==> src/verilog/tas_consts.vh <==
`ifndef TAS_CONSTS_VH
`define TAS_CONSTS_VH
// Command codes on the host command channel.
`define TAS_CMD_NOP        4'h0
`define TAS_CMD_ARM_ONCE   4'h1
`define TAS_CMD_REPEAT_SET 4'h2
`define TAS_CMD_REPEAT_QRY 4'h3
`define TAS_CMD_FMT_SET    4'h4
`define TAS_CMD_FMT_QRY    4'h5
`define TAS_CMD_ABORT      4'h6
`define TAS_CMD_INST_ABORT 4'h7
`define TAS_CMD_IMPL_ABORT 4'h8
`define TAS_CMD_RESET      4'h9
// Argument encodings.
`define TAS_ARG_OFF        2'h0
`define TAS_ARG_ON         2'h1
// Format values.
`define TAS_FMT_ASCII      1'b0
`define TAS_FMT_BINARY     1'b1
// Trigger source code of the software (immediate) source.
`define TAS_SRC_SOFTWARE   2'h0
// Reset values.
`define TAS_RST_FMT        1'b0
`define TAS_RST_REPEAT     1'b0
// Sequencer states.
`define TAS_ST_IDLE        2'h0
`define TAS_ST_ARMED       2'h1
`define TAS_ST_RUNNING     2'h2
// Block header and closing bytes for an indefinite-length arbitrary block.
`define TAS_BLK_HASH       8'h23
`define TAS_BLK_ZERO       8'h30
`define TAS_BLK_TERM       8'h0A
`endif

==> src/verilog/tas_block_fmt.v <==
`timescale 1ns/1ps
`default_nettype none
`include "tas_consts.vh"
// Frames returned trace data: in binary mode a "#0" header precedes the raw
// bytes and a newline closes the block; in ASCII mode bytes pass unchanged.
module tas_block_fmt (
	// Clock and reset
	input  wire       i_clk_sys,
	input  wire       i_rst,
	// Control
	input  wire       i_fmt_binary,
	// Data in from the waveform engine
	input  wire       i_dat_valid,
	input  wire [7:0] i_dat,
	input  wire       i_dat_last,
	// Framed data to the host
	output reg        o_out_valid,
	output reg  [7:0] o_out
);
	localparam PH_HDR0 = 2'h0;
	localparam PH_HDR1 = 2'h1;
	localparam PH_BODY = 2'h2;
	localparam PH_TERM = 2'h3;
	reg [1:0] ph_ff;
	// The header takes two output slots while the source keeps streaming with
	// no back-pressure, so in binary mode every byte runs through a two-stage delay line.
	reg       s1_v_ff;
	reg [7:0] s1_d_ff;
	reg       s1_l_ff;
	reg       s2_v_ff;
	reg [7:0] s2_d_ff;
	reg       s2_l_ff;
	// The source must leave three idle cycles after the last byte of a block,
	// while the last byte and the closing newline drain out.
	always @(posedge i_clk_sys) begin
		if (i_rst) begin
			ph_ff       <= PH_HDR0;
			s1_v_ff     <= 1'b0;
			s1_d_ff     <= 8'h00;
			s1_l_ff     <= 1'b0;
			s2_v_ff     <= 1'b0;
			s2_d_ff     <= 8'h00;
			s2_l_ff     <= 1'b0;
			o_out_valid <= 1'b0;
			o_out       <= 8'h00;
		end else begin
			o_out_valid <= 1'b0;
			s1_v_ff     <= i_dat_valid;
			s1_d_ff     <= i_dat;
			s1_l_ff     <= i_dat_last;
			s2_v_ff     <= s1_v_ff;
			s2_d_ff     <= s1_d_ff;
			s2_l_ff     <= s1_l_ff;
			case (ph_ff)
			PH_HDR0: begin
				if (i_dat_valid) begin
					if (i_fmt_binary) begin
						o_out        <= `TAS_BLK_HASH;
						o_out_valid  <= 1'b1;
						ph_ff        <= PH_HDR1;
					end else begin
						o_out       <= i_dat;
						o_out_valid <= 1'b1;
					end
				end
			end
			PH_HDR1: begin
				o_out       <= `TAS_BLK_ZERO;
				o_out_valid <= 1'b1;
				ph_ff       <= PH_BODY;
			end
			PH_BODY: begin
				if (s2_v_ff) begin
					o_out       <= s2_d_ff;
					o_out_valid <= 1'b1;
					if (s2_l_ff)
						ph_ff <= PH_TERM;
				end
			end
			PH_TERM: begin
				o_out       <= `TAS_BLK_TERM;
				o_out_valid <= 1'b1;
				ph_ff       <= PH_HDR0;
			end
			default: ph_ff <= PH_HDR0;
			endcase
		end
	end
endmodule
`default_nettype wire

==> src/verilog/tas_sequencer.v <==
`timescale 1ns/1ps
`default_nettype none
`include "tas_consts.vh"
module tas_sequencer (
	// Clock and reset
	input  wire       i_clk_sys,
	input  wire       i_rst,
	// Host command channel
	input  wire       i_cmd_valid,
	input  wire [3:0] i_cmd,
	input  wire [1:0] i_cmd_arg,
	output reg        o_rsp_valid,
	output reg  [7:0] o_rsp,
	output reg        o_cmd_error,
	// Trigger engine
	input  wire [1:0] i_trig_src,
	input  wire       i_seq_done,
	output reg        o_seq_start,
	output reg        o_trig_enable,
	output reg  [1:0] o_state,
	output reg        o_fmt_binary,
	// Returned trace data
	input  wire       i_dat_valid,
	input  wire [7:0] i_dat,
	input  wire       i_dat_last,
	output wire       o_out_valid,
	output wire [7:0] o_out
);
	// The armed code is kept free so that the state port matches the engine's
	// view; the sequencer goes straight from idle to running.
	localparam ST_IDLE    = 2'h0;
	localparam ST_ARMED   = 2'h1;
	localparam ST_RUNNING = 2'h2;
	reg [1:0] state_ff;
	reg [1:0] nxt_state;
	reg       repeat_ff;
	reg       nxt_repeat;
	reg       fmt_ff;
	reg       nxt_fmt;
	reg       start_ff;
	reg       nxt_start;
	reg       err_ff;
	reg       nxt_err;
	reg       rsp_v_ff;
	reg       nxt_rsp_v;
	reg [7:0] rsp_ff;
	reg [7:0] nxt_rsp;
	reg       trig_ff;
	reg       nxt_trig;
	wire      cmd_go;
	wire      is_abort;
	wire      arg_on;
	wire      arg_ok;

	assign cmd_go   = i_cmd_valid;
	// A reset command is grouped with the aborts: it must stop triggers and
	// clear the repeat flag as well.
	assign is_abort = cmd_go && (i_cmd == `TAS_CMD_ABORT || i_cmd == `TAS_CMD_INST_ABORT ||
	                             i_cmd == `TAS_CMD_IMPL_ABORT || i_cmd == `TAS_CMD_RESET);
	// The host parser maps ON to 1 and OFF to 0 before the channel.
	assign arg_on   = (i_cmd_arg == `TAS_ARG_ON);
	assign arg_ok   = (i_cmd_arg == `TAS_ARG_ON) || (i_cmd_arg == `TAS_ARG_OFF);

	// Converts a flag into an ASCII digit for query answers.
	function [7:0] tas_digit;
		input flag;
		begin
			tas_digit = flag ? 8'h31 : 8'h30;
		end
	endfunction

	always @* begin
		nxt_state  = state_ff;
		nxt_repeat = repeat_ff;
		nxt_fmt    = fmt_ff;
		nxt_start  = 1'b0;
		nxt_err    = 1'b0;
		nxt_rsp_v  = 1'b0;
		nxt_rsp    = rsp_ff;
		// A completed sequence is handled before the command decode, so that a
		// query in the same cycle cannot swallow the restart of a repeat.
		if (state_ff == ST_RUNNING && i_seq_done) begin
			if (repeat_ff) begin
				nxt_start = 1'b1;
				nxt_state = ST_RUNNING;
			end else begin
				nxt_state = ST_IDLE;
			end
		end
		if (is_abort) begin
			nxt_repeat = `TAS_RST_REPEAT;
			nxt_state  = ST_IDLE;
			nxt_start  = 1'b0;
			// Only a reset restores the ASCII format; aborts keep the
			// format as it stands.
			if (i_cmd == `TAS_CMD_RESET)
				nxt_fmt = `TAS_RST_FMT;
		end else if (cmd_go) begin
			case (i_cmd)
			`TAS_CMD_ARM_ONCE: begin
				// A refused arm leaves the state alone, so a running repeat
				// carries on undisturbed.
				// one-shot source check
				if (i_trig_src != `TAS_SRC_SOFTWARE) begin
					nxt_err = 1'b1;
				end else begin
					nxt_state = ST_RUNNING;
					nxt_start = 1'b1;
				end
			end
			`TAS_CMD_REPEAT_SET: begin
				if (!arg_ok) begin
					nxt_err = 1'b1;
				end else begin
					nxt_repeat = arg_on;
					if (arg_on) begin
						nxt_state = ST_RUNNING;
						nxt_start = 1'b1;
					end else begin
						nxt_state = ST_IDLE;
						nxt_start = 1'b0;
					end
				end
			end
			`TAS_CMD_REPEAT_QRY: begin
				nxt_rsp_v = 1'b1;
				nxt_rsp   = tas_digit(repeat_ff);
			end
			`TAS_CMD_FMT_SET: begin
				nxt_fmt = i_cmd_arg[0];
			end
			`TAS_CMD_FMT_QRY: begin
				nxt_rsp_v = 1'b1;
				nxt_rsp   = tas_digit(fmt_ff);
			end
			`TAS_CMD_NOP: begin
				nxt_err = 1'b0;
			end
			default: nxt_err = 1'b1;
			endcase
		end
		// Trigger enable is registered from the next state, so the port
		// comes straight from a flop and agrees with the state port.
		nxt_trig = (nxt_state == ST_RUNNING);
	end

	// Query answers stay on o_rsp until the next query, so a slow host can
	// still read them after the valid pulse has gone.
	always @(posedge i_clk_sys) begin
		if (i_rst) begin
			state_ff <= ST_IDLE;
			repeat_ff <= `TAS_RST_REPEAT;
			fmt_ff    <= `TAS_RST_FMT;
			start_ff  <= 1'b0;
			err_ff    <= 1'b0;
			rsp_v_ff  <= 1'b0;
			rsp_ff    <= 8'h00;
			trig_ff   <= 1'b0;
		end else begin
			state_ff  <= nxt_state;
			repeat_ff <= nxt_repeat;
			fmt_ff    <= nxt_fmt;
			start_ff  <= nxt_start;
			err_ff    <= nxt_err;
			rsp_v_ff  <= nxt_rsp_v;
			rsp_ff    <= nxt_rsp;
			trig_ff   <= nxt_trig;
		end
	end

	always @* begin
		o_state       = state_ff;
		o_seq_start   = start_ff;
		o_trig_enable = trig_ff;
		o_fmt_binary  = fmt_ff;
		o_cmd_error   = err_ff;
		o_rsp_valid   = rsp_v_ff;
		o_rsp         = rsp_ff;
	end

	// The framer samples the format at every byte in ASCII mode but only at the start of a binary
	// block, so a change in the middle of a binary block takes effect once that block has closed.
	// binary block framing
	tas_block_fmt u_fmt (
		.i_clk_sys    (i_clk_sys),
		.i_rst        (i_rst),
		.i_fmt_binary (fmt_ff),
		.i_dat_valid  (i_dat_valid),
		.i_dat        (i_dat),
		.i_dat_last   (i_dat_last),
		.o_out_valid  (o_out_valid),
		.o_out        (o_out)
	);
endmodule
`default_nettype wire

==> config.mk <==
export PLATFORM = sky130hd
export DESIGN_NAME = tas_sequencer
export DESIGN_NICKNAME = d
export VERILOG_FILES = /design/src/verilog/tas_block_fmt.v /design/src/verilog/tas_sequencer.v
export VERILOG_INCLUDE_DIRS = /design/src /design/src/verilog
export SDC_FILE = /design/constraint.sdc
export NUM_CORES = 1
export LEC_CHECK = 0
export BUFFER_PORTS_ARGS = -buffer_cell sky130_fd_sc_hd__buf_2
export CORE_ASPECT_RATIO = 0.6
export CORE_MARGIN = 10
export CORE_UTILIZATION = 51
export DETAILED_ROUTE_END_ITERATION = 12
export GPL_TIMING_DRIVEN = 0
export PLACE_DENSITY = 0.78
export SYNTH_ARGS = -nofsm -noshare
export SYNTH_HDL_FRONTEND = slang
export SYNTH_SLANG_ARGS = --single-unit
==> constraint.sdc <==
create_clock -name i_clk_sys -period 2.05 [get_ports i_clk_sys]
set_clock_uncertainty 0.1 [all_clocks]
set_input_delay 0.615 -clock i_clk_sys [delete_from_list [all_inputs] [get_ports i_clk_sys]]
set_output_delay 0.615 -clock i_clk_sys [all_outputs]
set_load 0.005 [all_outputs]
# [After elaboration in Yosys (flattened, before gate mapping)]
# Cells that the tools add are included.
[totals] n_memories=0 latchBits=0 out_inout_bits=24 mem_bits_rw=0 rom_bits=0 elab_cells=100 regBits=47
[op_classes] multipliers=0 bitwise=2 n_eq_ne=20 div=0 addsub=0 n_shift=0 order_cmp=0 reduce_logical=23 mux=38
[op_table] cell="one-hot mux 8 bit (4 select lines)" n=1
[op_table] cell="two-way mux 8 bit" n=3
[op_table] cell="two-way mux 2 bit" n=11
[op_table] cell="two-way mux 1 bit" n=17
[op_table] cell="equality test 4 x 3 -> 1 bit, second input constant" n=4
[op_table] cell="one-hot mux 8 bit (2 select lines)" n=1
[op_table] cell="AND reduction 3 bit" n=3
[op_table] cell="equality test 2 bit, second input constant" n=4
[op_table] cell="equality test 4 x 2 -> 1 bit, second input constant" n=2
[op_table] cell="equality test 4 bit, second input constant" n=2
[op_table] cell="one-hot mux 2 bit (4 select lines)" n=1
[op_table] cell="nonzero test 2 bit" n=4
[op_table] cell="!= test 2 x 1 -> 1 bit, second input constant" n=3
[op_table] cell="one-hot mux 1 bit (3 select lines)" n=2
[op_table] cell="OR reduction 2 bit" n=3
[op_table] cell="equality test 2 x 1 -> 1 bit, second input constant" n=2
[op_table] cell="equality test 4 x 1 -> 1 bit, second input constant" n=1
[op_table] cell="logical NOT 2 bit" n=2
[op_table] cell="logical NOT 4 bit" n=1
[op_table] cell="logical OR 1 bit" n=4
[op_table] cell="!= test 2 bit, second input constant" n=2
[op_table] cell="one-hot mux 2 bit (2 select lines)" n=1
[op_table] cell="AND reduction 4 bit" n=1
[op_table] cell="OR reduction 4 bit" n=1
[op_table] cell="5 further kinds" n=7

# [Longest topological paths before layout]
# Gate-level depths: netlist of the first run.
[logic_depth] word_depth=8 mapped_depth=8

# [By module]
# From an unflattened synthesis of the first run, not the netlist that was laid out.
[hier_totals] cells_unflattened=177 hier_area_um2=1752.9
[by_module_without_submodules] module="tas_block_fmt" seq_area_each_um2=620.6 n_inst=1 cells_each=115 area_each_um2=1193.6
[by_module_without_submodules] module="tas_sequencer" seq_area_each_um2=200.2 n_inst=1 cells_each=62 area_each_um2=559.3

# [Least setup slack after synthesis of the first run]
# No wires, ideal clock.
[synth_timing] path_kind="register to register" start="reg u_fmt.ph_ff[0]" end="reg u_fmt.ph_ff[1]" setup_slack_ns=0.245 required_time_ns=1.822 stages_incl_launch_ff=8 arrival_ns=1.578 cell_sequence="dfxtp_1 -> inv_1 -> ha_1 -> buf_2 -> and2b_1 -> a2111oi_4 -> mux2i_1 -> nor2_1"
[synth_via] elab_chain_cells=3 word_cells_on_any_way=10 cone_classes="eq/ne (7); mux (1); reduce/logical (2)"
[synth_lines] item="start: declaration" line_no="tas_block_fmt.v:24" source="reg [1:0] ph_ff;"
[synth_lines] item="start signal: assignment" line_no="tas_block_fmt.v:37" source="ph_ff <= PH_HDR0;"
[synth_lines] item="start signal: assignment" line_no="tas_block_fmt.v:60" source="ph_ff <= PH_HDR1;"
[synth_lines] item="start signal: assignment" line_no="tas_block_fmt.v:70" source="ph_ff <= PH_BODY;"
[synth_lines] item="equality test 2 bit or logical NOT 2 bit (tied branches)" line_no="tas_block_fmt.v:54" source="case (ph_ff)"
[synth_lines] item="!= test 2 x 1 -> 1 bit (no source line) or != test 2 bit (tied branches)"
[synth_lines] item="AND reduction 4 bit (no source line)"
# Several ways; a longest one is shown, not always the timed one.
# A chain may end at the register's enable or synchronous reset.

# [Final worst setup path of the first run]
[layout_timing] start="reg u_fmt.ph_ff[0]" end="reg u_fmt.o_out[2]"
[layout_via] elab_chain_cells=3 word_cells_on_any_way=8 cone_classes="eq/ne (5); mux (1); reduce/logical (2)"
[layout_lines] item="equality test 2 bit or logical NOT 2 bit (tied branches)" line_no="tas_block_fmt.v:54"
[layout_lines] item="!= test 2 x 1 -> 1 bit (no source line) or != test 2 bit (tied branches)"
[layout_lines] item="AND reduction 2 bit (no source line)"
[layout_lines] item="end signal: assignment" line_no="tas_block_fmt.v:58" source="o_out <= `TAS_BLK_HASH;"
[layout_lines] item="end signal: assignment" line_no="tas_block_fmt.v:62" source="o_out <= i_dat;"
[layout_lines] item="end signal: assignment" line_no="tas_block_fmt.v:68" source="o_out <= `TAS_BLK_ZERO;"
[layout_lines] item="end: declaration" line_no="tas_block_fmt.v:18" source="output reg [7:0] o_out"
# Several ways; a longest one is shown, not always the timed one.

==> results of run 1 <==
worst max-delay path, delay by kind of cell (launching register included):
family	cells	cell delay [ps]
buffers and inverters	3	480
AO/OA/AOI/OAI	1	200
adder cells (fa/ha/maj)	1	190
AND/OR/NAND/NOR	3	470
flip-flops	1	400
layer usage:
metal / wire, um / global-route usage
met4: 10 / 0.0260
met1: 1900 / 0.174
met3: 345 / 0.0544
met2: 1510 / 0.169
met5: 0 / 0
stage by stage:
step                cell area [um2]  setup slack, ps   util
floorplan                      1750              245      -
detailed placement             1990             73.0  0.611
finish                         2100              126  0.644
global placement               1990             82.3  0.611
global route                   2100             15.8  0.644
CTS                            2090             41.2  0.642
sequential cells by signal, summed over array words and instances (netlist names), 2 cells and up:
register	cells
u_fmt.s2_d_ff	8
u_fmt.o_out	8
u_fmt.s1_d_ff	8
u_fmt.ph_ff	2
o_state	2
o_rsp	2
cell families (layout without fill, tap and decap cells):
family,Yosys count,count (layout),synth area share
muxes,1,1,0.00576
AOI/OAI and AO/OA,47,47,0.185
DFF,41,41,0.473
and+or+nand+nor,62,62,0.215
buffers and inverters,27,72,0.0778
xor gates and xnor gates,1,1,0.00504
other,1,5,0.00216
adders and majority gates,5,5,0.0360
cells in the final DEF (no fill, tap or decap), types with 2 or more instances in the layout:
| cell | n |
|---|---|
| a21o_1 | 2 |
| nand2b_1 | 2 |
| nand3b_1 | 2 |
| conb_1 | 5 |
| nor3b_1 | 2 |
| o21ai_0 | 8 |
| a21oi_1 | 16 |
| clkbuf_8 | 7 |
| buf_4 | 7 |
| buf_1 | 3 |
| buf_2 | 39 |
| a22oi_1 | 3 |
| o2bb2ai_1 | 2 |
| inv_1 | 10 |
| clkbuf_1 | 3 |
| a211oi_1 | 7 |
| nor2b_1 | 23 |
| dfxtp_1 | 41 |
| o21ai_1 | 3 |
| ha_1 | 5 |
| nor2_1 | 12 |
| nand2_1 | 8 |
what timing repair did:
action | in CTS | in global routing
endpoints found under the setup margin | 0 | 8
setup buffers | 0 | 0
endpoints found under the hold margin | 0 | 0
resized for setup | 0 | 4
path summary, 6_finish.rpt:
path | startpoint | endpoint | slack, ps
worst min-delay path | u_fmt.s1_d_ff[1]$_SDFF_PP0_ | u_fmt.s2_d_ff[1]$_SDFF_PP0_ | 340
worst min register to register | u_fmt.s1_d_ff[1]$_SDFF_PP0_ | u_fmt.s2_d_ff[1]$_SDFF_PP0_ | 340
worst max register to register | u_fmt.ph_ff[0]$_SDFFE_PP0P_ | u_fmt.o_out[2]$_SDFFE_PP0P_ | 130
worst max-delay path | u_fmt.ph_ff[0]$_SDFFE_PP0P_ | u_fmt.o_out[2]$_SDFFE_PP0P_ | 130
where the power goes:
group / internal (mW) / switching, mW
clock network: 0.304 / 0.250
registers: 0.833 / 0.0124
logic: 0.0815 / 0.0943
area by class of cell:
cell class	instances	area, um2	share of cell area
Sequential cell	41	821	0.391
Buffer	16	96.3	0.0459
Tap cell	45	56.3	0.0268
Clock buffer	7	96.3	0.0459
Timing Repair Buffer	37	185	0.0881
Multi-Input combinational cell	121	800	0.381
Inverter	11	41.3	0.0197
Clock inverter	1	5.00	0.00238
==> impl_results.md, run 1 <==
- Status: finished clean
- Wirelength per Cell: about 14 um
- Max incr delay on CP: 400 ps
- Initial antenna violation count: 0
- Syn Inst Count: 185
- Area share of the leading cell type in the synthesized netlist: 0.473
- # IOs: 46
- Hold Path Depth: 1
- Worst-path fanout max: 10
- Number of synthesized flops with an enable pin: 0
- H-tree Lvls: 2
- Sequential area share after synthesis: 0.473
- Layout area overhead: 21.0%
- Cell Area, Synth: between 1500 and 2000 um2
- Dpl cells: between 200 and 300
- Final hold vios: 0
- Total of max-cap violations: 0
- Final Max Tran Viols: 0
- Tcrit/Tclk final: 0.938
- Hold-fix buffers at CTS: 0
- R2R cell count: 8
- Core area: 3260 um2
- Worst Path Class, Setup: reg -> reg
- Hold Path Class: reg -> reg
- Startpoint Class: flop
- Routability cong.: 0.828
- CP Capture Type: flop
- Setup violators final: 0
- Worst hold margin: 339 ps
- Routed Antenna Nets: 0
- Top-count cell post-synth: dfxtp_1
- 1st-pass router iterations: 4
- Drt via density: 4.85
- Seq cells post-synth: 41
- Die area: 6220 um2
- Setup TNS: 0 ps
- Number of port buffers: 37
- Global-route wire length before repair: 6240 um
- Ys async rst share: 0
- CTS max path bufs: 2
- CTS root buf: clkbuf_8
- Largest net degree at the start of global routing: 13
- Pwr per Cell Area: 750 nW/um2
- Die width: 95.3 um
- Initial core utilization: 0.532
- Avg Cell Area, Syn: 9.39 um2
- Final net count: 260
- Total CTS buffers: 5
- CTS tree: built
- WP data arrival: 2020 ps
- Share of cells above drive strength 1: 0.269
- 1st-iter DRT viols: 52
- DP HPWL: 2910 um
- Synth top area cells: dfxtp_1, nor2b_1, a21oi_1
- RSZ-0062 raised after global routing: false
- Fmax: 0.520 GHz
- Relative slew margins: 0.640
- Commonest cells in the netlist: dfxtp_1, nor2b_1, a21oi_1
- Req. time, crit path: ~2200 ps
- Overflow after GRT: 0
- Final Critical Period: 1920 ps
- Detailed-route DRC error count: 0
- Leading area contributor after synthesis: dfxtp_1
- Worst VDD drop: around 520 uV
- Clock transition at path regs: 70 ps
- Post-synth cell types: 43
- Yosys warnings: 0
- Leak Pwr: 0.906 nW
- Filler cells: 281
- Critical Path, Cell by Cell: inv_1 -> ha_1 -> buf_2 -> and2b_2 -> nor2_2 -> buf_4 -> nor2_1 -> a211oi_1
- Ant diodes: 0
- Rows: 16
- Final WL: ~3800 um
- Clk sinks: 41
- Vias: 1352
- Fin cells: 279
- Total power: ~1.6 mW
- Slowest-stage cell, CP: dfxtp_1
- Worst Tran Pin Value: 541 ps
- Post-synth top flop: dfxtp_1
- Vias in the first global route: about 1300
- Worst-skew pair later-pin latency: 280 ps
- Chip height: 65.2 um
- All-Layer GR Usage: 0.124
(Power assumes the default switching activity.)
==> inputs of run 2 (changes only) <==
--- a/config.mk
+++ b/config.mk
@@ -9,10 +9,11 @@
 export BUFFER_PORTS_ARGS = -buffer_cell sky130_fd_sc_hd__buf_2
 export CORE_ASPECT_RATIO = 0.6
 export CORE_MARGIN = 10
-export CORE_UTILIZATION = 51
+export CORE_UTILIZATION = 45
 export DETAILED_ROUTE_END_ITERATION = 12
 export GPL_TIMING_DRIVEN = 0
-export PLACE_DENSITY = 0.78
+export PLACE_DENSITY = 0.7
 export SYNTH_ARGS = -nofsm -noshare
 export SYNTH_HDL_FRONTEND = slang
+export SYNTH_HIERARCHICAL = 1
 export SYNTH_SLANG_ARGS = --single-unit
==> run 2 against run 1 <==
  * Global-route usage is 0.26 points lower
  * Critical endpoint is now u_fmt/o_out[0]$_SDFFE_PP0P_
  * Non-clock buffer count shrank 2
  * Highest routed layer unchanged
  * Count of clock-buffer cells in the layout shrank 2
  * Worst setup slack improved by 110 ps
==> impl_results.md, run 2 <==
- Status: finished clean
- Fmax: 0.552 GHz (+6.1%)
- Design area: 2100 um2 (-0.24%)
- Post-synthesis simple-gate area fraction: 0.224 (+0.00871)
- # IOs: 46 (unchanged)
- Final Max Tran Viols: 0 (unchanged)
- CTS tree: built
- Register-to-register setup slack: 240 ps (+110 ps)
- Hold-fix buffers at CTS: 0 (unchanged)
- WP data arrival: 1850 ps (-170 ps)
- Final WL: 4180 um (+11%)
- FF-to-FF End: u_fmt/o_out[0]$_SDFFE_PP0P_
- Final hold vios: 0 (unchanged)
- Overflow after GRT: 0 (unchanged)
- Sequential area share after synthesis: 0.468 (-0.00439)
- Global-route wire length before repair: 6600 um (+5.9%)
- Clk sinks: 41 (unchanged)
- Leak Pwr: 0.931 nW (+2.8%)
- Initial antenna violation count: 0 (unchanged)
- Post-synth top flop: dfxtp_1
- Ant diodes: 0 (unchanged)
- Worst-skew pair later-pin latency: 280 ps (about the same)
- Worst VDD drop: 561 uV (+8.5%)
- Layout area overhead: 19.6%
- Pwr per Cell Area: 899 nW/um2 (+20%)
- Setup violators final: 0 (unchanged)
- Reg2reg start: u_fmt/ph_ff[0]$_SDFFE_PP0P_
- Routability cong.: 0.860 (+3.9%)
- Number of synthesized flops with an enable pin: 0 (unchanged)
- Chip height: 68.3 um (+4.8%)
- Final Critical Period: 1810 ps (-110 ps)
- Worst-path fanout max: 8 (-2)
- Req. time, crit path: 2080 ps (-70 ps)
- Relative slew margins: 0.588 (-0.0516)
- Vias in the first global route: 1378 (+5.4%)
- Worst Tran Pin Value: 616 ps (+75.2 ps)
- 1st-pass router iterations: 4 (unchanged)
- Area after DPL: 2020 um2 (+1.4%)
- Clock transition at path regs: 70 ps (about the same)
- Syn Inst Count: 177 (-4.3%)
- Vias: 1368 (+1.2%)
- Detailed-route DRC error count: 0 (unchanged)
- Drt via density: 5.01 (+3.4%)
- Largest family of logic cells by synthesized area: simple AND/OR/NAND/NOR gates
- Filler cells: 355 (+26%)
- CP Capture Type: flop
- Synth top area cells: dfxtp_1, nor2b_1, ha_1
- Die width: 101 um (+5.5%)
- Initial core utilization: 0.474 (-0.0586)
- Commonest non-fill, non-tap cells in the layout: buf_2, dfxtp_1, nor2b_1
- Total power: 1.88 mW (+20%)
- XOR/XNOR Fraction of Synth Area: 0.00500 (-0.0000468)
- Setup TNS: 0 ps (unchanged)
- Leading area contributor after synthesis: dfxtp_1
- Post-CTS Setup Inserts: 0 (unchanged)
- Core area: 3700 um2 (+13%)
- 1st-iter DRT viols: 75 (+44%)
- Wirelength per Cell: 15.3 um (+13%)
- Final core utilization: 0.566 (-0.0775)
- Hold Path Class: reg -> reg
- Routed Antenna Nets: 0 (unchanged)
- Top Registers: u_fmt/o_out (8), u_fmt/s1_d_ff (8), u_fmt/s2_d_ff (8)
- CTS max path bufs: 2 (unchanged)
- CTS resizes: 0 (unchanged)
- Total of max-cap violations: 0 (unchanged)
- Ys async rst share: 0 (unchanged)
- H-tree Lvls: 2 (unchanged)
- Hold Path End: u_fmt/s2_d_ff[5]$_SDFF_PP0_
- DP HPWL: 3220 um (+11%)
- Synth Area in Compound Gates: 0.172 (-0.0131)
- Avg Cell Area, Syn: 9.90 um2 (+5.5%)
- All-Layer GR Usage: 0.121 (-0.00257)
- Startpoint Class: flop
- Seq cells post-synth: 41 (unchanged)
- Cell Area, Synth: 1750 um2 (+0.94%)
- Hold Path Depth: 1 (unchanged)
- Area share of the leading cell type in the synthesized netlist: 0.468 (-0.00439)
- Top-count cell post-synth: dfxtp_1
- R2R cell count: 5 (-3)
- Adder-Cell Fraction of Synth Area: 0.0357 (-0.000334)
- Mux share of post-synthesis cell area: 0.0357 (+0.0299)
- Rows: 17 (+1)
- Die area: 6870 um2 (+11%)
- Min-Delay Startpoint: u_fmt/s1_d_ff[5]$_SDFF_PP0_
- RSZ-0062 raised after global routing: false
- Yosys warnings: 6 (+6)
- Total CTS buffers: 5 (unchanged)
- Number of port buffers: 39 (+5.4%)
- Largest net degree at the start of global routing: 13 (unchanged)
- Tcrit/Tclk final: 0.884 (-0.0539)
- Final net count: 254 (-2.3%)
- Share of cells above drive strength 1: 0.265 (-0.00374)
- Commonest cells in the netlist: dfxtp_1, nor2b_1, nand2b_1
- CTS root buf: clkbuf_8
- Worst Path Class, Setup: reg -> reg
- Post-synth cell types: 46 (+7.0%)
run 2: cell families (layout without fill, tap and decap cells):
| logic type | after synthesis | count (layout) |
|---|---|---|
| AND/OR/NAND/NOR | 63 | 63 |
| AO/OA/AOI/OAI | 41 | 41 |
| flip-flops | 41 | 41 |
| buffers and inverters | 19 | 64 |
| multiplexers | 6 | 6 |
| adder cells (fa/ha/maj) | 5 | 5 |
| other | 1 | 5 |
| XOR/XNOR | 1 | 1 |
run 2: final cells by class:
cell class,count,area [um2],share of cell area
multi-input combinational,121,847,0.404
timing repair buffer,39,195,0.0931
clock buffer,5,68.8,0.0328
sequential,41,821,0.392
buffer,12,73.8,0.0352
clock inverter,1,5.00,0.00239
tap,47,58.8,0.0281
inverter,7,26.3,0.0125
run 2: worst max-delay path by stage:
stage / startpoint / end / slack [ps] / cells past startpoint
finish: u_fmt/ph_ff[0]$_SDFFE_PP0P_ / u_fmt/o_out[0]$_SDFFE_PP0P_ / 240 / 5
global route: u_fmt/ph_ff[0]$_SDFFE_PP0P_ / u_fmt/o_out[0]$_SDFFE_PP0P_ / 110 / 5
CTS: u_fmt/ph_ff[0]$_SDFFE_PP0P_ / u_fmt/o_out[0]$_SDFFE_PP0P_ / 280 / 5
detailed placement: i_cmd[2] / o_fmt_binary$_SDFFE_PP0P_ / 50 / 5
global placement: i_cmd[1] / o_trig_enable$_SDFF_PP0_ / 40 / 5
floorplan: i_cmd[2] / o_fmt_binary$_SDFFE_PP0P_ / 260 / 4
run 2: critical path, cell delays in order, from the launching register on:
cell	delay, ps
dfxtp_1	410
inv_1	110
ha_1	230
nor2b_1	160
nor2_1	500
a311oi_1	160
run 2: power by group:
part	leakage (nW)	total (mW)	switching, mW	internal (mW)
clock	0.0399	0.466	0.243	0.224
combinational	0.554	0.478	0.252	0.226
sequential	0.337	0.939	0.0469	0.892
run 2: layer usage:
layer	up-vias	global-route usage	wire length [um]
li1	705	-	-
met1	636	0.157	2110
met2	25	0.192	1870
met3	2	0.0362	173
met4	0	0.0368	16
met5	-	0	0
run 2: per-stage QoR:
stage          instances  hold WS [ps]  setup slack (ps)
2_1_floorplan        181           314               260
3_3_place_gp         267           317              43.5
3_5_place_dp         267           320              54.6
4_1_cts              273           337               278
5_1_grt              273           352               109
6_report             273           337               237
==> inputs of run 3 (changes only) <==
--- a/config.mk
+++ b/config.mk
@@ -13,6 +13,7 @@
 export DETAILED_ROUTE_END_ITERATION = 12
 export GPL_TIMING_DRIVEN = 0
 export PLACE_DENSITY = 0.7
+export RECOVER_POWER = 25
 export SYNTH_ARGS = -nofsm -noshare
 export SYNTH_HDL_FRONTEND = slang
 export SYNTH_HIERARCHICAL = 1
==> constraint.sdc (replaced) <==
create_clock -name i_clk_sys -period 2.05 [get_ports i_clk_sys]
set_clock_uncertainty 0.1 [all_clocks]
set_input_delay 0.615 -clock i_clk_sys [delete_from_list [all_inputs] [get_ports i_clk_sys]]
set_output_delay 0.615 -clock i_clk_sys [all_outputs]
set_load 0.05 [all_outputs]
==> run 3 against run 2 <==
  * Via count up 0.58%
  * Largest power group unchanged
  * Count of clock-buffer cells in the layout unchanged
  * Fmax increased by 0.77%
  * Largest cell class unchanged
  * Sequential share of layout area is essentially flat
  * First-iteration DRC count shrank 4.0%
  * Worst setup slack better by 14 ps
  * Final area is 0.12% lower
  * Sequential power about the same
  * Global-route usage did not move
  * Wire length decreased by 0.41%
  * Cell count unchanged
  * Clock power barely moved
==> impl_results.md, run 3 (synthesized netlist as in run 2, its figures left out) <==
- CTS root buf: clkbuf_8
- CP Capture Type: output port
- 1st-pass router iterations: 4 (unchanged)
- Worst Tran Pin Value: 609 ps (-7.18 ps)
- Hold Path Depth: 1 (unchanged)
- Total of max-cap violations: 0 (unchanged)
- Die width: 101 um (unchanged)
- CTS tree: built
- DP HPWL: 3220 um (unchanged)
- Tcrit/Tclk final: 0.878 (-0.00678)
- H-tree Lvls: 2 (unchanged)
- All-Layer GR Usage: 0.121 (unchanged)
- Status: finished clean
- Overflow after GRT: 0 (unchanged)
- Wirelength per Cell: 15.2 um (-0.41%)
- # IOs: 46 (unchanged)
- Chip height: 68.3 um (unchanged)
- 1st-iter DRT viols: 72 (-4.0%)
- Final Max Tran Viols: 0 (unchanged)
- Global-route wire length before repair: 6600 um (unchanged)
- Initial antenna violation count: 0 (unchanged)
- Crit-path leading delay family: flip-flops
- Vias: 1376 (+0.58%)
- Clock transition at path regs: 70 ps (about the same)
- Total CTS buffers: 5 (unchanged)
- Hold Path Class: reg -> reg
- Worst hold margin: 336 ps (-0.404 ps)
- Max incr delay on CP: 480 ps (-20 ps)
- Detailed-route DRC error count: 0 (unchanged)
- Top Registers: u_fmt/o_out (8), u_fmt/s1_d_ff (8), u_fmt/s2_d_ff (8)
- Hold Path End: u_fmt/s2_d_ff[5]$_SDFF_PP0_
- Rows: 17 (unchanged)
- Area of the multi-input gates: 847 um2 (unchanged)
- Critical path buffer and inverter count: 1 (unchanged)
- Commonest non-fill, non-tap cells in the layout: dfxtp_1, buf_2, nor2b_1
- CTS max path bufs: 2 (unchanged)
- Setup TNS: 0 ps (unchanged)
- Final WL: 4160 um (-0.41%)
- Worst Path Class, Setup: reg -> out
- Drt via density: 5.04 (+0.58%)
- Filler cells: 356 (+0.28%)
- Routability cong.: 0.860 (unchanged)
- Clk sinks: 41 (unchanged)
- Final Critical Period: 1800 ps (-13.9 ps)
- Relative slew margins: 0.593 (+0.00480)
- Pwr per Cell Area: 1020 nW/um2 (+14%)
- Initial core utilization: 0.474 (unchanged)
- FF-to-FF End: u_fmt/o_out[0]$_SDFFE_PP0P_
- Setup ws final: 251 ps (+13.9 ps)
- Die area: 6870 um2 (unchanged)
- Share of cells above drive strength 1: 0.257 (-0.00885)
- Startpoint Class: flop
- Largest net degree at the start of global routing: 13 (unchanged)
- Number of port buffers: 39 (unchanged)
- Hold-fix buffers at CTS: 0 (unchanged)
- R2R cell count: 5 (unchanged)
- Dpl ws: 54.6 ps (unchanged)
- Vias in the first global route: 1378 (unchanged)
- WP data arrival: 1080 ps (-770 ps)
- Critical Path, Cell by Cell: buf_2
- Crit path from: o_fmt_binary$_SDFFE_PP0P_
- Post-CTS Setup Inserts: 0 (unchanged)
- Layout area overhead: 19.4%
- Fmax: 0.556 GHz (+0.77%)
- CTS resizes: 0 (unchanged)
- Final net count: 254 (unchanged)
- Routed Antenna Nets: 0 (unchanged)
- Min-Delay Startpoint: u_fmt/s1_d_ff[5]$_SDFF_PP0_
- Register-to-register setup slack: 250 ps (about the same)
- Commonest non-fill, non-tap cell in the layout: dfxtp_1
- Worst-skew pair later-pin latency: 280 ps (about the same)
- Req. time, crit path: 1330 ps (-750 ps)
- Register area: 821 um2 (unchanged)
- Worst VDD drop: 676 uV (+20%)
- Final hold vios: 0 (unchanged)
- Setup violators final: 0 (unchanged)
- Core area: 3700 um2 (unchanged)
- Leak Pwr: 0.926 nW (-0.59%)
- Reg2reg start: u_fmt/ph_ff[0]$_SDFFE_PP0P_
- Ant diodes: 0 (unchanged)
- Worst-path fanout max: 8 (unchanged)
- RSZ-0062 raised after global routing: false
- Slowest-stage cell, CP: dfxtp_1
run 3: power by group:
| part | leakage (nW) | internal (mW) | switching, mW | total, mW |
|---|---|---|---|---|
| sequential | 0.337 | 0.892 | 0.0466 | 0.938 |
| combinational | 0.549 | 0.228 | 0.509 | 0.737 |
| clock | 0.0399 | 0.224 | 0.242 | 0.466 |
run 3: worst max-delay path by stage:
stage | end | slack (ps) | cells after the start
final | o_fmt_binary | 250 | 1
after global routing | u_fmt/o_out[0]$_SDFFE_PP0P_ | 110 | 5
after CTS | o_fmt_binary | 240 | 1
after detailed placement | o_fmt_binary$_SDFFE_PP0P_ | 50 | 5
after global placement | o_trig_enable$_SDFF_PP0_ | 40 | 5
after floorplan | o_fmt_binary$_SDFFE_PP0P_ | 260 | 4
run 3: layout make-up:
type,instances,share of cell area
well taps,47,0.0281
flip-flops and latches,41,0.392
clock inverters,1,0.00239
multi-input cells,121,0.405
inverters,7,0.0126
clock buffers,5,0.0329
plain buffers,12,0.0353
repair buffers,39,0.0921
run 3: stage by stage:
step | instance area (um2) | total power [mW] | util | instances
finish | 2090 | 2.14 | 0.566 | 273
global placement | 2020 | 1.69 | 0.546 | 267
CTS | 2100 | 2.16 | 0.566 | 273
detailed placement | 2020 | 1.70 | 0.546 | 267
floorplan | 1770 | 1.51 | - | 181
global route | 2090 | 2.25 | 0.566 | 273
run 3: routing by layer:
layer | wire, um | up-vias | track usage
met4 | 16 | 0 | 0.0368
li1 | - | 704 | -
met2 | 1860 | 29 | 0.192
met3 | 197 | 2 | 0.0362
met1 | 2090 | 641 | 0.157
met5 | 0 | - | 0
